==> src/shared/e1_alarm_pkg.sv <==
// constants and carrier types for the E1 alarm and monitor interrupt block
//
// Overview of operation
// all-ones alarm change flag sets on any status edge; write one clears it
// remote alarm change flag sets on any status edge; write one clears it
// carrier-fail change flag sets on any status edge; write one clears it
// select 0: under 3 zeros per 512-bit window, out of sync, declares all-ones
// select 1: two consecutive windows must agree to declare or clear all-ones
// remote select 0: declare after 4 ones in a row, clear on a zero
// remote select 1: declare on a single one, clear on a single zero
// rising edge of manual latch bit snapshots all monitor counters at once
// periodic latch bit set: snapshot every one second, otherwise never automatically
// bit 7 flags pattern checker counter overflow; write one clears
// bit 6 flags transmit far-end block error overflow; write one clears
// bit 5 flags receive far-end block error overflow; write one clears
// bit 4 flags data-link error counter overflow; write one clears
// bit 3 flags alignment change counter overflow; write one clears
// bit 2 flags frame loss counter overflow; write one clears
// bit 1 flags framing bit error overflow; write one clears
// bit 0 of first flag register: checksum error overflow; write one clears
// bit 0 of second flag register: line code violation overflow; write one clears
// first enable register gates each overflow flag onto the interrupt bit-for-bit
// second enable register bit 0 gates line code overflow; other bits reserved
// carrier-fail asserts after 100 ms out of sync, clears after 100 ms in sync
// alarm enable register gates each alarm change flag onto the interrupt
// active-low interrupt is OR of enabled set flags, held until all cleared
package e1_alarm_pkg;

    // register indices; the APB byte address is four times the index
    localparam logic [7:0] IDX_ALARM_STATUS   = 8'hB9;
    localparam logic [7:0] IDX_ALARM_ENABLE   = 8'hBA;
    localparam logic [7:0] IDX_ALARM_FLAGS    = 8'hBB;
    localparam logic [7:0] IDX_CRITERIA_SEL   = 8'hBC;
    localparam logic [7:0] IDX_UPDATE_CTRL    = 8'hC2;
    localparam logic [7:0] IDX_OVF_ENABLE_0   = 8'hC3;
    localparam logic [7:0] IDX_OVF_ENABLE_1   = 8'hC4;
    localparam logic [7:0] IDX_OVF_FLAGS_0    = 8'hC5;
    localparam logic [7:0] IDX_OVF_FLAGS_1    = 8'hC6;

    // field positions
    localparam int REMOTE_SEL_BIT    = 0;
    localparam int ALL_ONES_SEL_BIT  = 1;
    localparam int PERIODIC_BIT      = 0;
    localparam int MANUAL_BIT        = 1;

    // reset values
    localparam logic [7:0] REG_RESET = 8'h00;

    // detection figures
    localparam int unsigned WINDOW_BITS        = 512;
    localparam logic [1:0]  ZERO_LIMIT         = 2'h3;
    localparam logic [2:0]  REMOTE_ONES_NEEDED = 3'h4;

    // timing
    localparam longint unsigned CLOCK_HZ          = 100_000_000;
    localparam longint unsigned RED_PERSIST_MS    = 100;
    localparam longint unsigned AUTO_LATCH_S      = 1;
    localparam int unsigned RED_PERSIST_CYCLES =
        int'(CLOCK_HZ * RED_PERSIST_MS / 1000);
    localparam int unsigned AUTO_LATCH_CYCLES =
        int'(CLOCK_HZ * AUTO_LATCH_S);

    // alarm triple in register bit order b2..b0
    typedef struct packed {
        logic allOnes;
        logic remote;
        logic carrierFail;
    } alarm_bits_t;

    // overflow events: line code in bit 8, first flag register below it
    typedef struct packed {
        logic       lineCode;
        logic [7:0] group0;
    } overflow_bits_t;

endpackage

==> src/e1_alarm_performance_monitor_irq.sv <==
// E1 alarm change flags, alarm criteria, monitor latch and overflow interrupt logic
module e1_alarm_performance_monitor_irq #(
    parameter int unsigned RED_CYCLES   = e1_alarm_pkg::RED_PERSIST_CYCLES,
    parameter int unsigned LATCH_CYCLES = e1_alarm_pkg::AUTO_LATCH_CYCLES,
    parameter int unsigned ADDR_W       = 12
) (
    // clock and reset
    input  wire logic                         clock,
    input  wire logic                         rst,
    // apb slave
    input  wire logic                         psel,
    input  wire logic                         penable,
    input  wire logic                         pwrite,
    input  wire logic [ADDR_W-1:0]            paddr,
    input  wire logic [31:0]                  pwdata,
    output logic      [31:0]                  prdata,
    output logic                              pready,
    output logic                              pslverr,
    // receive framer inputs
    input  wire logic                         rxBitValid,
    input  wire logic                         rxBit,
    input  wire logic                         basicFrameSync,
    input  wire logic                         aBitValid,
    input  wire logic                         aBit,
    // performance monitor counters
    input  wire e1_alarm_pkg::overflow_bits_t overflowEvent,
    output logic                              counterLatch,
    // alarms and interrupt
    output e1_alarm_pkg::alarm_bits_t         alarms,
    output logic                              intN
);

    localparam int RED_W   = $clog2(RED_CYCLES + 1);
    localparam int LATCH_W = $clog2(LATCH_CYCLES + 1);
    localparam int WIN_W   = $clog2(e1_alarm_pkg::WINDOW_BITS);
    localparam logic [RED_W-1:0]   RED_LAST   = RED_W'(RED_CYCLES - 1);
    localparam logic [LATCH_W-1:0] LATCH_LAST = LATCH_W'(LATCH_CYCLES - 1);
    localparam logic [WIN_W-1:0]   WIN_LAST   = WIN_W'(e1_alarm_pkg::WINDOW_BITS - 1);

    // register index from a byte address; low two bits and bits above the index must be zero
    function automatic logic [8:0] regIndex(input logic [ADDR_W-1:0] addr);
        regIndex = {(addr[1:0] != 2'h0) || (addr[ADDR_W-1:10] != '0), addr[9:2]};
    endfunction

    function automatic logic isMapped(input logic [8:0] idx);
        case (idx)
            {1'b0, e1_alarm_pkg::IDX_ALARM_STATUS},
            {1'b0, e1_alarm_pkg::IDX_ALARM_ENABLE},
            {1'b0, e1_alarm_pkg::IDX_ALARM_FLAGS},
            {1'b0, e1_alarm_pkg::IDX_CRITERIA_SEL},
            {1'b0, e1_alarm_pkg::IDX_UPDATE_CTRL},
            {1'b0, e1_alarm_pkg::IDX_OVF_ENABLE_0},
            {1'b0, e1_alarm_pkg::IDX_OVF_ENABLE_1},
            {1'b0, e1_alarm_pkg::IDX_OVF_FLAGS_0},
            {1'b0, e1_alarm_pkg::IDX_OVF_FLAGS_1}: isMapped = 1'b1;
            default:                                isMapped = 1'b0;
        endcase
    endfunction

    // software state
    e1_alarm_pkg::alarm_bits_t    alarmEnable;
    e1_alarm_pkg::alarm_bits_t    alarmFlags;
    e1_alarm_pkg::alarm_bits_t    alarmSeen;
    e1_alarm_pkg::overflow_bits_t ovfEnable;
    e1_alarm_pkg::overflow_bits_t ovfFlags;
    logic                         allOnesSel;
    logic                         remoteSel;
    logic                         manualLatch;
    logic                         periodicLatch;
    logic                         manualSeen;

    // detector state
    logic [WIN_W-1:0]             windowPos;
    logic [1:0]                   zeroCount;
    logic                         prevWindowLow;
    logic [2:0]                   onesRun;
    logic [RED_W-1:0]             redCount;
    logic [LATCH_W-1:0]           latchTimer;

    logic [8:0]                   accIndex;
    logic                         writeHit;
    logic                         mapped;
    logic [1:0]                   zerosNow;
    logic                         windowLow;
    logic                         windowEnd;
    logic [2:0]                   next_onesRun;
    logic                         irqPending;

    // ---------------- apb slave ----------------
    assign accIndex = regIndex(paddr);
    assign mapped   = isMapped(accIndex);
    assign writeHit = psel & penable & pwrite;
    assign pready   = 1'b1;
    assign pslverr  = psel & penable & ~mapped;

    function automatic logic wrTo(input logic [8:0] idx, input logic [7:0] target);
        wrTo = (idx == {1'b0, target});
    endfunction

    // read data is captured in the setup cycle, so it stands through the access phase
    always_ff @(posedge clock or posedge rst) begin
        if (rst) begin
            prdata <= 32'h0000_0000;
        end else if (psel & ~penable & ~pwrite) begin
            case (accIndex)
                {1'b0, e1_alarm_pkg::IDX_ALARM_STATUS}: prdata <= {29'h0, alarms};
                {1'b0, e1_alarm_pkg::IDX_ALARM_ENABLE}: prdata <= {29'h0, alarmEnable};
                {1'b0, e1_alarm_pkg::IDX_ALARM_FLAGS}:  prdata <= {29'h0, alarmFlags};
                {1'b0, e1_alarm_pkg::IDX_CRITERIA_SEL}:
                    prdata <= {30'h0, allOnesSel, remoteSel};
                {1'b0, e1_alarm_pkg::IDX_UPDATE_CTRL}:
                    prdata <= {30'h0, manualLatch, periodicLatch};
                {1'b0, e1_alarm_pkg::IDX_OVF_ENABLE_0}: prdata <= {24'h0, ovfEnable.group0};
                {1'b0, e1_alarm_pkg::IDX_OVF_ENABLE_1}: prdata <= {31'h0, ovfEnable.lineCode};
                {1'b0, e1_alarm_pkg::IDX_OVF_FLAGS_0}:  prdata <= {24'h0, ovfFlags.group0};
                {1'b0, e1_alarm_pkg::IDX_OVF_FLAGS_1}:  prdata <= {31'h0, ovfFlags.lineCode};
                default:                                 prdata <= 32'h0000_0000;
            endcase
        end
    end

    // control registers
    always_ff @(posedge clock or posedge rst) begin
        if (rst) begin
            alarmEnable   <= '0;
            ovfEnable     <= '0;
            allOnesSel    <= 1'b0;
            remoteSel     <= 1'b0;
            manualLatch   <= 1'b0;
            periodicLatch <= 1'b0;
        end else if (writeHit) begin
            if (wrTo(accIndex, e1_alarm_pkg::IDX_ALARM_ENABLE)) begin
                alarmEnable <= pwdata[2:0];
            end
            if (wrTo(accIndex, e1_alarm_pkg::IDX_CRITERIA_SEL)) begin
                allOnesSel <= pwdata[e1_alarm_pkg::ALL_ONES_SEL_BIT];
                remoteSel  <= pwdata[e1_alarm_pkg::REMOTE_SEL_BIT];
            end
            if (wrTo(accIndex, e1_alarm_pkg::IDX_UPDATE_CTRL)) begin
                manualLatch   <= pwdata[e1_alarm_pkg::MANUAL_BIT];
                periodicLatch <= pwdata[e1_alarm_pkg::PERIODIC_BIT];
            end
            if (wrTo(accIndex, e1_alarm_pkg::IDX_OVF_ENABLE_0)) begin
                ovfEnable.group0 <= pwdata[7:0];
            end
            if (wrTo(accIndex, e1_alarm_pkg::IDX_OVF_ENABLE_1)) begin
                ovfEnable.lineCode <= pwdata[0];
            end
        end
    end

    // ---------------- all-ones detector ----------------
    assign zerosNow  = (zeroCount == e1_alarm_pkg::ZERO_LIMIT) ? zeroCount
                     : zeroCount + {1'b0, ~rxBit};
    assign windowLow = (zerosNow < e1_alarm_pkg::ZERO_LIMIT);
    assign windowEnd = rxBitValid & (windowPos == WIN_LAST);

    always_ff @(posedge clock or posedge rst) begin
        if (rst) begin
            windowPos     <= '0;
            zeroCount     <= 2'h0;
            prevWindowLow <= 1'b0;
        end else if (rxBitValid) begin
            if (windowEnd) begin
                windowPos     <= '0;
                zeroCount     <= 2'h0;
                prevWindowLow <= windowLow;
            end else begin
                windowPos <= windowPos + WIN_W'(1);
                zeroCount <= zerosNow;
            end
        end
    end

    always_ff @(posedge clock or posedge rst) begin
        if (rst) begin
            alarms.allOnes <= 1'b0;
        end else if (windowEnd) begin
            if (!allOnesSel) begin
                if (windowLow && !basicFrameSync) begin
                    alarms.allOnes <= 1'b1;
                end else if (!windowLow) begin
                    alarms.allOnes <= 1'b0;
                end
            end else begin
                if (windowLow && prevWindowLow) begin
                    alarms.allOnes <= 1'b1;
                end else if (!windowLow && !prevWindowLow) begin
                    alarms.allOnes <= 1'b0;
                end
            end
        end
    end

    // ---------------- remote detector ----------------
    assign next_onesRun = (onesRun == e1_alarm_pkg::REMOTE_ONES_NEEDED) ? onesRun
                        : onesRun + 3'h1;

    always_ff @(posedge clock or posedge rst) begin
        if (rst) begin
            onesRun       <= 3'h0;
            alarms.remote <= 1'b0;
        end else if (aBitValid) begin
            if (!aBit) begin
                onesRun       <= 3'h0;
                alarms.remote <= 1'b0;
            end else begin
                onesRun <= next_onesRun;
                if (remoteSel || next_onesRun == e1_alarm_pkg::REMOTE_ONES_NEEDED) begin
                    alarms.remote <= 1'b1;
                end
            end
        end
    end

    // ---------------- carrier-fail persistence ----------------
    // the count runs only while sync disagrees with the alarm; any glitch restarts it
    always_ff @(posedge clock or posedge rst) begin
        if (rst) begin
            redCount           <= '0;
            alarms.carrierFail <= 1'b0;
        end else if (basicFrameSync == alarms.carrierFail) begin
            if (redCount == RED_LAST) begin
                redCount           <= '0;
                alarms.carrierFail <= ~alarms.carrierFail;
            end else begin
                redCount <= redCount + RED_W'(1);
            end
        end else begin
            redCount <= '0;
        end
    end

    // ---------------- alarm change flags ----------------
    always_ff @(posedge clock or posedge rst) begin
        if (rst) begin
            alarmSeen <= '0;
        end else begin
            alarmSeen <= alarms;
        end
    end

    // a status edge in the clearing cycle keeps the flag set
    always_ff @(posedge clock or posedge rst) begin
        if (rst) begin
            alarmFlags <= '0;
        end else begin
            alarmFlags <= (alarmFlags
                & ~((writeHit && wrTo(accIndex, e1_alarm_pkg::IDX_ALARM_FLAGS))
                    ? pwdata[2:0] : 3'h0))
                | (alarms ^ alarmSeen);
        end
    end

    // ---------------- overflow flags ----------------
    always_ff @(posedge clock or posedge rst) begin
        if (rst) begin
            ovfFlags <= '0;
        end else begin
            ovfFlags.group0 <= (ovfFlags.group0
                & ~((writeHit && wrTo(accIndex, e1_alarm_pkg::IDX_OVF_FLAGS_0))
                    ? pwdata[7:0] : 8'h00))
                | overflowEvent.group0;
            ovfFlags.lineCode <= (ovfFlags.lineCode
                & ~(writeHit && wrTo(accIndex, e1_alarm_pkg::IDX_OVF_FLAGS_1) && pwdata[0]))
                | overflowEvent.lineCode;
        end
    end

    // ---------------- counter snapshot ----------------
    always_ff @(posedge clock or posedge rst) begin
        if (rst) begin
            manualSeen <= 1'b0;
            latchTimer <= '0;
        end else begin
            manualSeen <= manualLatch;
            if (!periodicLatch || latchTimer == LATCH_LAST) begin
                latchTimer <= '0;
            end else begin
                latchTimer <= latchTimer + LATCH_W'(1);
            end
        end
    end

    always_ff @(posedge clock or posedge rst) begin
        if (rst) begin
            counterLatch <= 1'b0;
        end else begin
            counterLatch <= (manualLatch & ~manualSeen)
                          | (periodicLatch && latchTimer == LATCH_LAST);
        end
    end

    // ---------------- interrupt ----------------
    assign irqPending = |(alarmFlags & alarmEnable)
                      | |(ovfFlags & ovfEnable);

    always_ff @(posedge clock or posedge rst) begin
        if (rst) begin
            intN <= 1'b1;
        end else begin
            intN <= ~irqPending;
        end
    end
endmodule

==> config.mk <==
export PLATFORM = sky130hd
export DESIGN_NAME = e1_alarm_performance_monitor_irq
export DESIGN_NICKNAME = d
export VERILOG_FILES = /design/src/shared/e1_alarm_pkg.sv /design/src/e1_alarm_performance_monitor_irq.sv
export SDC_FILE = /design/constraint.sdc
export NUM_CORES = 1
export LEC_CHECK = 0
export BUFFER_PORTS_ARGS = -buffer_cell sky130_fd_sc_hd__buf_2
export CORE_ASPECT_RATIO = 0.8
export CORE_MARGIN = 2
export CORE_UTILIZATION = 39
export DETAILED_ROUTE_END_ITERATION = 16
export PLACE_DENSITY = 0.56
export SETUP_SLACK_MARGIN = 0.3
export SLEW_MARGIN = 20
export SYNTH_ARGS = -nofsm -noshare
export SYNTH_HDL_FRONTEND = slang
export SYNTH_SLANG_ARGS = --single-unit
==> constraint.sdc <==
create_clock -name clock -period 8.4 [get_ports clock]
set_clock_uncertainty 0.1 [all_clocks]
set_input_delay 0.42 -clock clock [delete_from_list [all_inputs] [get_ports clock]]
set_output_delay 0.42 -clock clock [all_outputs]
set_load 0.005 [all_outputs]
==> metrics, run 1 <==
Pint=0.000809 W; number of global-route vias before repair=4035; share of layout cells above drive strength 1=0.157; DRC errors left=0; total track usage=0.157; DRT Pass-1 Iters=6; drt initial violations=299; clock share of power=0.378; HPWL after DPL=8280 µm; Fmax achieved=369 MHz; global-route wire length before repair=19900 µm; Reg area=2780 µm²; postcts setup bufs=0; final slew viol count=0; synthesized cell area=5690 µm²; Hold Crit Class=input pin to register; Reg power frac=0.526; area leader, netlist=dfrtp_1; GR Overflow Total=0; Setup CP Type=register to register; Main synth FF type=dfrtp_1; asr flop ratio synth=1.00; most frequent cells in the layout=dfrtp_1 (110), nor2_1 (67), nand2_1 (58), buf_2 (52), xor2_1 (38); Die ar.=15600 µm²; critical path startpoint category=register; total CTS buffers=9; P_sw=0.000297 W; Routed Antenna Nets=0; Clock Path Buffers=2; largest net degree at the start of global routing=86; commonest non-fill, non-tap cell in the layout=dfrtp_1; part of the cycle the worst path needs=0.322; unrepaired setup endpoints after global routing=no; Avg Vias per Cell=5.15; final wirelength=11800 µm; CTS-repair resized insts=0; nets=690; DR WL/cell=14.6 µm; EDFF count, synth=0; Yosys Warn Count=0; slew of the pin with the lowest slew margin=1000 ps; CTS tree=built; Die Wd=139 µm; clk_lat worst skew=360 ps; post-synthesis average cell area=9.91 µm²; sequential area share after synthesis=0.488; area growth from synthesis to layout=10.6%; H-tree depth=3; CP max FO=26; routed vias=4165; height of the chip=112 µm; run status=finished, final reports clean; Synth Instances=574; Synth area leaders=dfrtp_1 (48%), xor2_1 (5.9%), nor2_1 (4.4%); top-area cell type share of the netlist area=0.484; setup violators final=0; area of the multi-input gates=2660 µm²; fin crit period=2710 ps; Rows=39; Switching Share=0.268; max-cap check violation count=0; initial antenna violation count=0; # clock sinks=111; Port Buffer Count=52; WP data required=8500 ps; VDD IR max=0.0993 mV; Final Hold Vio Count=0; Slew headroom=0.324; Setup crit end kind=register; initial core utilization=0.399; ANT cells=0; Comb pwr share=0.095; setup_tns=0 ps; Lkg Pwr=2.72 nW; FF+latch count, synth=111; clock root buffer=clkbuf_16; Hold Buf Count CTS=1; Synth cell types=56; Core Area=14200 µm²; gpl congestion=0.794; Worst-path clk slew=80 ps; pwr dens=176 nW/µm²; crit path DAT=2810 ps; I/O Pins=102; fillers=1397; Hold WS=138 ps
cells by family after synthesis:
| kind of cell | count (synthesis) | share of synthesized area |
|---|---|---|
| multiplexers | 23 | 0.0440 |
| flip-flops | 111 | 0.488 |
| AO/OA/AOI/OAI | 78 | 0.0878 |
| adder cells (fa/ha/maj) | 8 | 0.0172 |
| other | 2 | 0.00132 |
| buffers and inverters | 56 | 0.0589 |
| XOR/XNOR | 53 | 0.0816 |
| AND/OR/NAND/NOR | 243 | 0.221 |
cells in the mapped netlist (6+ instances only):
cell / n
dfrtp_1: 110
nor2_1: 67
nand2_1: 58
xor2_1: 38
nand3_1: 34
buf_4: 27
o21ai_0: 24
mux2_2: 16
xnor2_1: 15
and3_1: 14
inv_1: 14
a21o_1: 13
nand4_1: 13
a21oi_1: 11
clkbuf_1: 11
a22oi_1: 8
and4_1: 7
ha_1: 7
mux2i_1: 7
nor3_1: 7
a211oi_1: 6
area by class of cell:
type / count / share of cell area
inverters: 14 / 0.00875
clock buffers: 9 / 0.0358
repair buffers: 54 / 0.0447
clock inverters: 7 / 0.00935
multi-input cells: 430 / 0.423
well taps: 184 / 0.0366
flip-flops and latches: 111 / 0.442
sequential cells by signal (all words and copies together) (netlist names), 2 cells and up:
signal       count
alarms           3
latchTimer      27
alarmFlags       3
ovfFlags         9
prdata           8
alarmEnable      3
redCount        24
ovfEnable        9
zeroCount        2
alarmSeen        3
windowPos        9
onesRun          3
power groups by stage:
stage,logic (W),registers (W),clock network [W]
after CTS,0.000106,0.000582,0.000434
final,0.000105,0.000582,0.000419
after global routing,0.000121,0.000587,0.000457
after floorplan,0.0000847,0.000587,0
after global placement,0.000100,0.000591,0
after detailed placement,0.000106,0.000592,0
path summary, 6_finish.rpt:
kind / slack [ps] / end / from / cells after the start
setup / recovery: 5690 / latchTimer[2]$_DFF_PP0_ / latchTimer[0]$_DFF_PP0_ / 6
hold / removal: 140 / ovfFlags[3]$_DFF_PP0_ / overflowEvent[3] / 2
max in group asynchronous: 6620 / latchTimer[20]$_DFF_PP0_ / rst / 4
setup reg to reg: 5690 / latchTimer[2]$_DFF_PP0_ / latchTimer[0]$_DFF_PP0_ / 6
min in group asynchronous: 480 / redCount[16]$_DFF_PP0_ / rst / 3
hold reg to reg: 300 / manualSeen$_DFF_PP0_ / manualLatch$_DFFE_PP0P_ / 0
worst max-delay path: stages, from the launching register on:
cell and delay [ps]:
dfrtp_1 400, ha_1 260, nand4_1 140, nor3_1 560, and3_1 290, or2b_1 680
nor2_1 130
stage by stage:
| step | setup WS, ps | cell area [µm²] | total power, W | utilization | std cells |
|---|---|---|---|---|---|
| 2_1_floorplan | 4950 | 5780 | 0.000671 | - | 597 |
| 3_3_place_gp | 5750 | 5990 | 0.000691 | 0.421 | 792 |
| 3_5_place_dp | 5680 | 5990 | 0.000698 | 0.421 | 792 |
| 4_1_cts | 5650 | 6290 | 0.00112 | 0.441 | 809 |
| 5_1_grt | 5380 | 6290 | 0.00116 | 0.442 | 809 |
| 6_report | 5690 | 6290 | 0.00111 | 0.442 | 809 |
routing by layer:
| metal | share of wire | routed length (µm) | global-route usage | vias up |
|---|---|---|---|---|
| met5 | 0 | 0 | 0 | - |
| met4 | 0.0097 | 114 | 0.0350 | 0 |
| met3 | 0.049 | 576 | 0.0435 | 9 |
| met2 | 0.43 | 5050 | 0.235 | 92 |
| met1 | 0.51 | 6040 | 0.231 | 2019 |
| li1 | - | - | - | 2045 |
Note: power is estimated with default switching activity, not from simulation.
==> run 2: changes to the inputs <==
Settings changed: PLACE_DENSITY 0.56 to 0.58.
Clock period 8.4 ns to 2.4 ns, I/O delays scaled along.
==> run 2 against run 1 <==
Net effect: register-to-register slack got worse by 5300 ps; routed wire length rose by 4.5%; maximum frequency grew 36%; sequential cell count unchanged; critical path depth did not move; sequential share of layout area decreased by 2.8 points; via count is 4.5% higher; die area stayed put; non-clock buffer count grew 35; critical endpoint is now latchTimer[3]$_DFF_PP0_.
==> metrics, run 2 (synthesis results as in run 1) <==
HPWL after DPL=8390 µm (+1.4%); commonest non-fill, non-tap cell in the layout=dfrtp_1; Port Buffer Count=52 (unchanged); nets=727 (+5.4%); clock root buffer=clkbuf_16; total CTS buffers=9 (unchanged); Avg Vias per Cell=5.15 (about the same); Fmax achieved=501 MHz (+36%); Regs by FF count=latchTimer (27), redCount (24); pwr dens=586 nW/µm² (+230%); I/O Pins=102 (unchanged); Final Hold Vio Count=0 (unchanged); Rows=39 (unchanged); pre-CTS setup slack=239 ps (-5440 ps); non-filler cells, final=846 (+4.6%); most frequent cells in the layout=dfrtp_1 (110), nor2_1 (66), nand2_1 (58), buf_2 (52), xor2_1 (38); setup violators final=0 (unchanged); max-cap check violation count=0 (unchanged); Core Area=14200 µm² (unchanged); global-route wire length before repair=20600 µm (+3.2%); Placed Area=6080 µm² (+1.4%); Die ar.=15600 µm² (unchanged); max FFs per register=27 (unchanged); Inst Count DP=800 (+1.0%); DR WL/cell=14.6 µm (about the same); crit path DAT=2140 ps (-670 ps); Largest Register=latchTimer; part of the cycle the worst path needs=0.832 (+0.510); DRT Pass-1 Iters=5 (-1); Die Wd=139 µm (unchanged); area growth from synthesis to layout=18.0%; total track usage=0.161 (+0.00359); initial core utilization=0.399 (unchanged); Hold Crit Class=input pin to register; ANT cells=0 (unchanged); unrepaired setup endpoints after global routing=no; Buf/Inv on CP=1 (+1); Final Instance Area=6710 µm² (+6.7%); share of layout cells above drive strength 1=0.169 (+0.0124); height of the chip=112 µm (unchanged); Reg area=2780 µm² (unchanged); GR Overflow Total=0 (unchanged); VDD IR max=0.340 mV (+240%); fin crit period=2000 ps (-710 ps); CP peak stage delay=500 ps (-180 ps); final slew viol count=0 (unchanged); routed vias=4354 (+4.5%); Clock Path Buffers=2 (unchanged); largest net degree at the start of global routing=71 (-17%); H-tree depth=3 (unchanged); DRC errors left=0 (unchanged); Worst-path clk slew=80 ps (about the same); CTS tree=built; slew of the pin with the lowest slew margin=527 ps (-477 ps); fillers=1315 (-5.9%); CP delay by family, top=simple AND/OR/NAND/NOR gates; gpl congestion=0.839 (+5.7%); setup ws final=402 ps (-5290 ps); clk_lat worst skew=350 ps (about the same); setup_tns=0 ps (unchanged); Routed Antenna Nets=0 (unchanged); # clock sinks=111 (unchanged); Setup CP Type=register to register; crit-path cells=or4b_1, nor4_1, and3_1, or2b_1, buf_12, nor2_1; Slew headroom=0.646 (+0.322); number of global-route vias before repair=4181 (+3.6%); drt initial violations=336 (+12%); critical path startpoint category=register; final wirelength=12300 µm (+4.5%); WP data required=2540 ps (-5960 ps); CP max FO=26 (unchanged); run status=finished, final reports clean; area of the multi-input gates=2720 µm² (+2.3%); initial antenna violation count=0 (unchanged); Lkg Pwr=2.90 nW (+6.5%); Setup crit end kind=register; Critical-path top delay cell=or4b_1
run 2: per-stage QoR:
stage | utilization | hold slack [ps] | total power, W
2_1_floorplan | - | 112 | 0.00235
3_3_place_gp | 0.427 | 29.0 | 0.00242
3_5_place_dp | 0.427 | 36.7 | 0.00245
4_1_cts | 0.467 | 16.0 | 0.00398
5_1_grt | 0.471 | 62.1 | 0.00413
6_report | 0.471 | 41.0 | 0.00394
run 2: metal layers:
layer | vias to the layer above | wire (µm) | share of wire | global-route usage
met4 | 0 | 68 | 0.0055 | 0.0418
li1 | 2127 | - | - | -
met2 | 95 | 5600 | 0.45 | 0.250
met1 | 2126 | 6130 | 0.50 | 0.231
met3 | 6 | 512 | 0.042 | 0.0367
met5 | - | 0 | 0 | 0
run 2: repair_timing:
action                     in CTS  in global routing
hold endpoints to repair       38                  0
cloned                          0                  2
hold buffers                   27                  0
setup buffers                   0                  1
setup endpoints to repair      25                 35
resized for setup               2                  7
pin swaps                       0                  2
run 2: final timing paths:
path                                          startpoint                       to  slack [ps]  cells after the start
worst min register to register   manualLatch$_DFFE_PP0P_     manualSeen$_DFF_PP0_         310                      0
worst max register to register  latchTimer[17]$_DFF_PP0_  latchTimer[3]$_DFF_PP0_         400                      6
max in group asynchronous                            rst           intN$_DFF_PP1_        1290                      4
min in group asynchronous                            rst    redCount[7]$_DFF_PP0_         200                      3
worst min-delay path                           pwdata[0]    ovfFlags[0]$_DFF_PP0_          40                      3
worst max-delay path            latchTimer[17]$_DFF_PP0_  latchTimer[3]$_DFF_PP0_         400                      6
run 2: cell type report:
type                    count  share of cell area
inverters                  14             0.00839
well taps                 184              0.0343
clock buffers               9              0.0336
multi-input cells         432               0.406
flip-flops and latches    111               0.414
clock inverters             7              0.0103
repair buffers             89              0.0939
run 2: report_power, final:
part           total (W)  internal, W  switching, W
clock network    0.00148     0.000729      0.000753
logic           0.000415     0.000184      0.000232
registers        0.00204      0.00195     0.0000853
total            0.00394      0.00287       0.00107
run 2: tightest hold or removal path, stage by stage:
cell	delay, ps
buf_2	160
nand2_1	70
a21o_1	100
==> run 3: changes to the inputs <==
Settings changed: ABC_AREA set to 1.
Clock period 2.4 ns to 1.7 ns, I/O delays scaled along.
==> run 3 against run 2 <==
Net effect: clock power rose by 41%; critical endpoint is now windowPos[0]$_DFFE_PP0P_; critical path type unchanged; power up 54%; sequential share of layout area shrank 11 points; cell area rose by 36%; cell count increased by 40%; combinational power grew to 2.5 times the previous value; critical path depth increased by 3.
==> metrics, run 3 <==
gpl congestion=0.870 (+3.6%); max-cap check violation count=0 (unchanged); initial antenna violation count=0 (unchanged); Inst Count DP=1073 (+34%); run status=finished, final reports clean; setup violators final=0 (unchanged); total CTS buffers=9 (unchanged); global routing usage on met1=0.283 (+0.0520); Synth cell types=44 (-21%); initial core utilization=0.395 (-0.00446); Worst-path clk slew=70 ps (about the same); synthesized cell area=6160 µm² (+8.2%); fin crit period=1660 ps (-342 ps); VDD IR max=0.530 mV (+56%); Rows=41 (+5.1%); drt initial violations=461 (+37%); DR WL/cell=14.0 µm (-3.5%); Slew headroom=0.614 (-0.0315); DRC errors left=0 (unchanged); sequential area share after synthesis=0.451 (-0.0371); final wirelength=16600 µm (+35%); routed vias=5755 (+32%); Yosys Warn Count=0 (unchanged); H-tree depth=3 (unchanged); share of layout cells above drive strength 1=0.395 (+0.225); Setup crit end kind=register; largest net degree at the start of global routing=28 (-61%); Clock Path Buffers=2 (unchanged); Core Area=15600 µm² (+9.4%); nets=1033 (+42%); pre-CTS setup slack=-66.6 ps (-306 ps); non-filler cells, final=1184 (+40%); crit-path cells=ha_2, and3_4, nand2_2, nor2_2, ha_2, nand2_4, buf_6, a21oi_2, a21oi_1; Main synth FF type=dfrtp_1; FF+latch count, synth=111 (unchanged); final slew viol count=0 (unchanged); clk_lat worst skew=350 ps (about the same); Setup CP Type=register to register; leading cell type by number of instances after synthesis=nand2_1; global-route wire length before repair=25800 µm (+25%); CP max FO=4 (-85%); area growth from synthesis to layout=47.8%; setup ws final=44.5 ps (-358 ps); part of the cycle the worst path needs=0.974 (+0.141); Buf/Inv on CP=1 (unchanged); crit-path most repeated cell=ha_2; HPWL after DPL=10500 µm (+25%); asr flop ratio synth=1.00 (unchanged); critical path startpoint category=register; Final Hold Vio Count=0 (unchanged); most frequent cells in the layout=nand2_1 (133), dfrtp_1 (100), inv_1 (77), nor2_1 (71), buf_4 (60); DRT Pass-1 Iters=6 (+1); Synth area leaders=dfrtp_1 (45%), nand2_1 (9.8%), nor2_1 (7.1%); slew of the pin with the lowest slew margin=577 ps (+50.1 ps); Critical-path top delay cell=dfrtp_1; Die ar.=16800 µm² (+8.0%); Fmax achieved=604 MHz (+21%); unrepaired setup endpoints after global routing=yes; CTS tree=built; Routed Antenna Nets=0 (unchanged); Port Buffer Count=52 (unchanged); busiest grt layer=met2; Post-synth top cells=nand2_1 (161), nor2_1 (117), dfrtp_1 (110), inv_1 (91), nand3_1 (59); M2 GR Usage=0.306 (+0.0563); GR Overflow Total=0 (unchanged); CP peak stage delay=350 ps (-150 ps); commonest non-fill, non-tap cell in the layout=nand2_1; I/O Pins=102 (unchanged); CP delay by family, top=simple AND/OR/NAND/NOR gates; Overall Power=0.00606 W (+54%); area leader, netlist=dfrtp_1; GRT met3 Usage=0.0443 (+0.00759); crit path DAT=1790 ps (-350 ps); EDFF count, synth=0 (unchanged); number of global-route vias before repair=5348 (+28%); WP data required=1840 ps (-700 ps); max FFs per register=27 (unchanged); # clock sinks=111 (unchanged); Avg Vias per Cell=4.86 (-5.6%); pwr dens=666 nW/µm² (+14%); Lkg Pwr=4.21 nW (+45%); clock root buffer=clkbuf_16; post-synthesis average cell area=7.83 µm² (-21%); top-area cell type share of the netlist area=0.447 (-0.0368); Hold Crit Class=input pin to register; height of the chip=116 µm (+3.9%); total track usage=0.195 (+0.0344); Die Wd=144 µm (+3.9%); fillers=1342 (+2.1%); Regs by FF count=latchTimer (27), redCount (24); Synth Instances=786 (+37%); Largest Register=latchTimer
==> run 3: cell count changes after synthesis, sizes merged, moves of 10 or more <==
cell,delta
and3,-10
a21o,-12
inv,+83
nor3,+26
nand2,+109
o21ai,+12
mux2,-16
xor2,-18
nand3,+30
nor2,+62
==> run 3: path summary, 6_finish.rpt <==
check | end | slack (ps) | cells after the start | start
worst max-delay path | windowPos[0]$_DFFE_PP0P_ | 40 | 9 | windowPos[0]$_DFFE_PP0P_
worst min-delay path | ovfEnable[1]$_DFFE_PP0P_ | 20 | 3 | pwdata[1]
worst max register to register | windowPos[0]$_DFFE_PP0P_ | 40 | 9 | windowPos[0]$_DFFE_PP0P_
worst min register to register | manualSeen$_DFF_PP0_ | 350 | 0 | manualLatch$_DFFE_PP0P_
max in group asynchronous | intN$_DFF_PP1_ | 660 | 4 | rst
min in group asynchronous | prevWindowLow$_DFFE_PP0P_ | 230 | 3 | rst
==> run 3: through the flow <==
step,setup TNS [ps],cell area [µm²],hold WS [ps],util
after floorplan,0,6340,70.7,-
after global placement,-65.1,6910,74.2,0.443
after detailed placement,-324,6910,72.3,0.443
after CTS,0,8370,6.78,0.537
after global routing,-453,9100,26.9,0.584
final,0,9100,17.8,0.584
==> run 3: report_power, final <==
part           internal (W)  leakage (nW)  total (W)  switching [W]
combinational      0.000482          2.63    0.00104       0.000555
sequential          0.00279          1.43    0.00294       0.000143
clock               0.00112         0.142    0.00209       0.000966
==> run 3: cell type report <==
type | count | area, µm² | share of cell area
inverters | 98 | 382 | 0.0419
flip-flops and latches | 111 | 2790 | 0.307
repair buffers | 177 | 1540 | 0.169
clock buffers | 13 | 270 | 0.0297
diodes | 1 | 2.50 | 0.000275
clock inverters | 3 | 25.0 | 0.00275
multi-input cells | 566 | 3830 | 0.420
well taps | 215 | 269 | 0.0296
==> run 3: cells by family after synthesis <==
family | share of synthesized area
AOI/OAI and AO/OA | 0.0693
xor gates and xnor gates | 0.0441
adders and majority gates | 0.0142
buffers and inverters | 0.102
DFF | 0.451
other | 0.00122
and+or+nand+nor | 0.318
==> run 3: worst register-to-register path, cell delays in order, from the launching register on <==
cell     delay, ps
dfrtp_1        350
ha_2           190
and3_4         190
nand2_2         50
nor2_2          90
ha_2           190
nand2_4         80
buf_6          150
a21oi_2        100
a21oi_1         40
==> run 3: timing repair <==
item / in CTS / in global routing
gates cloned: 4 / 0
pin swaps: 60 / 72
hold buffers: 21 / 1
setup endpoints to repair: 64 / 68
resized for setup: 126 / 140
endpoints found under the hold margin: 38 / 1
buffers inserted: 47 / 21
==> run 3: routing by layer <==
layer  share of wire  wire, µm
met5               0         0
met4           0.010       167
met3           0.051       851
met2            0.46      7710
met1            0.48      7910
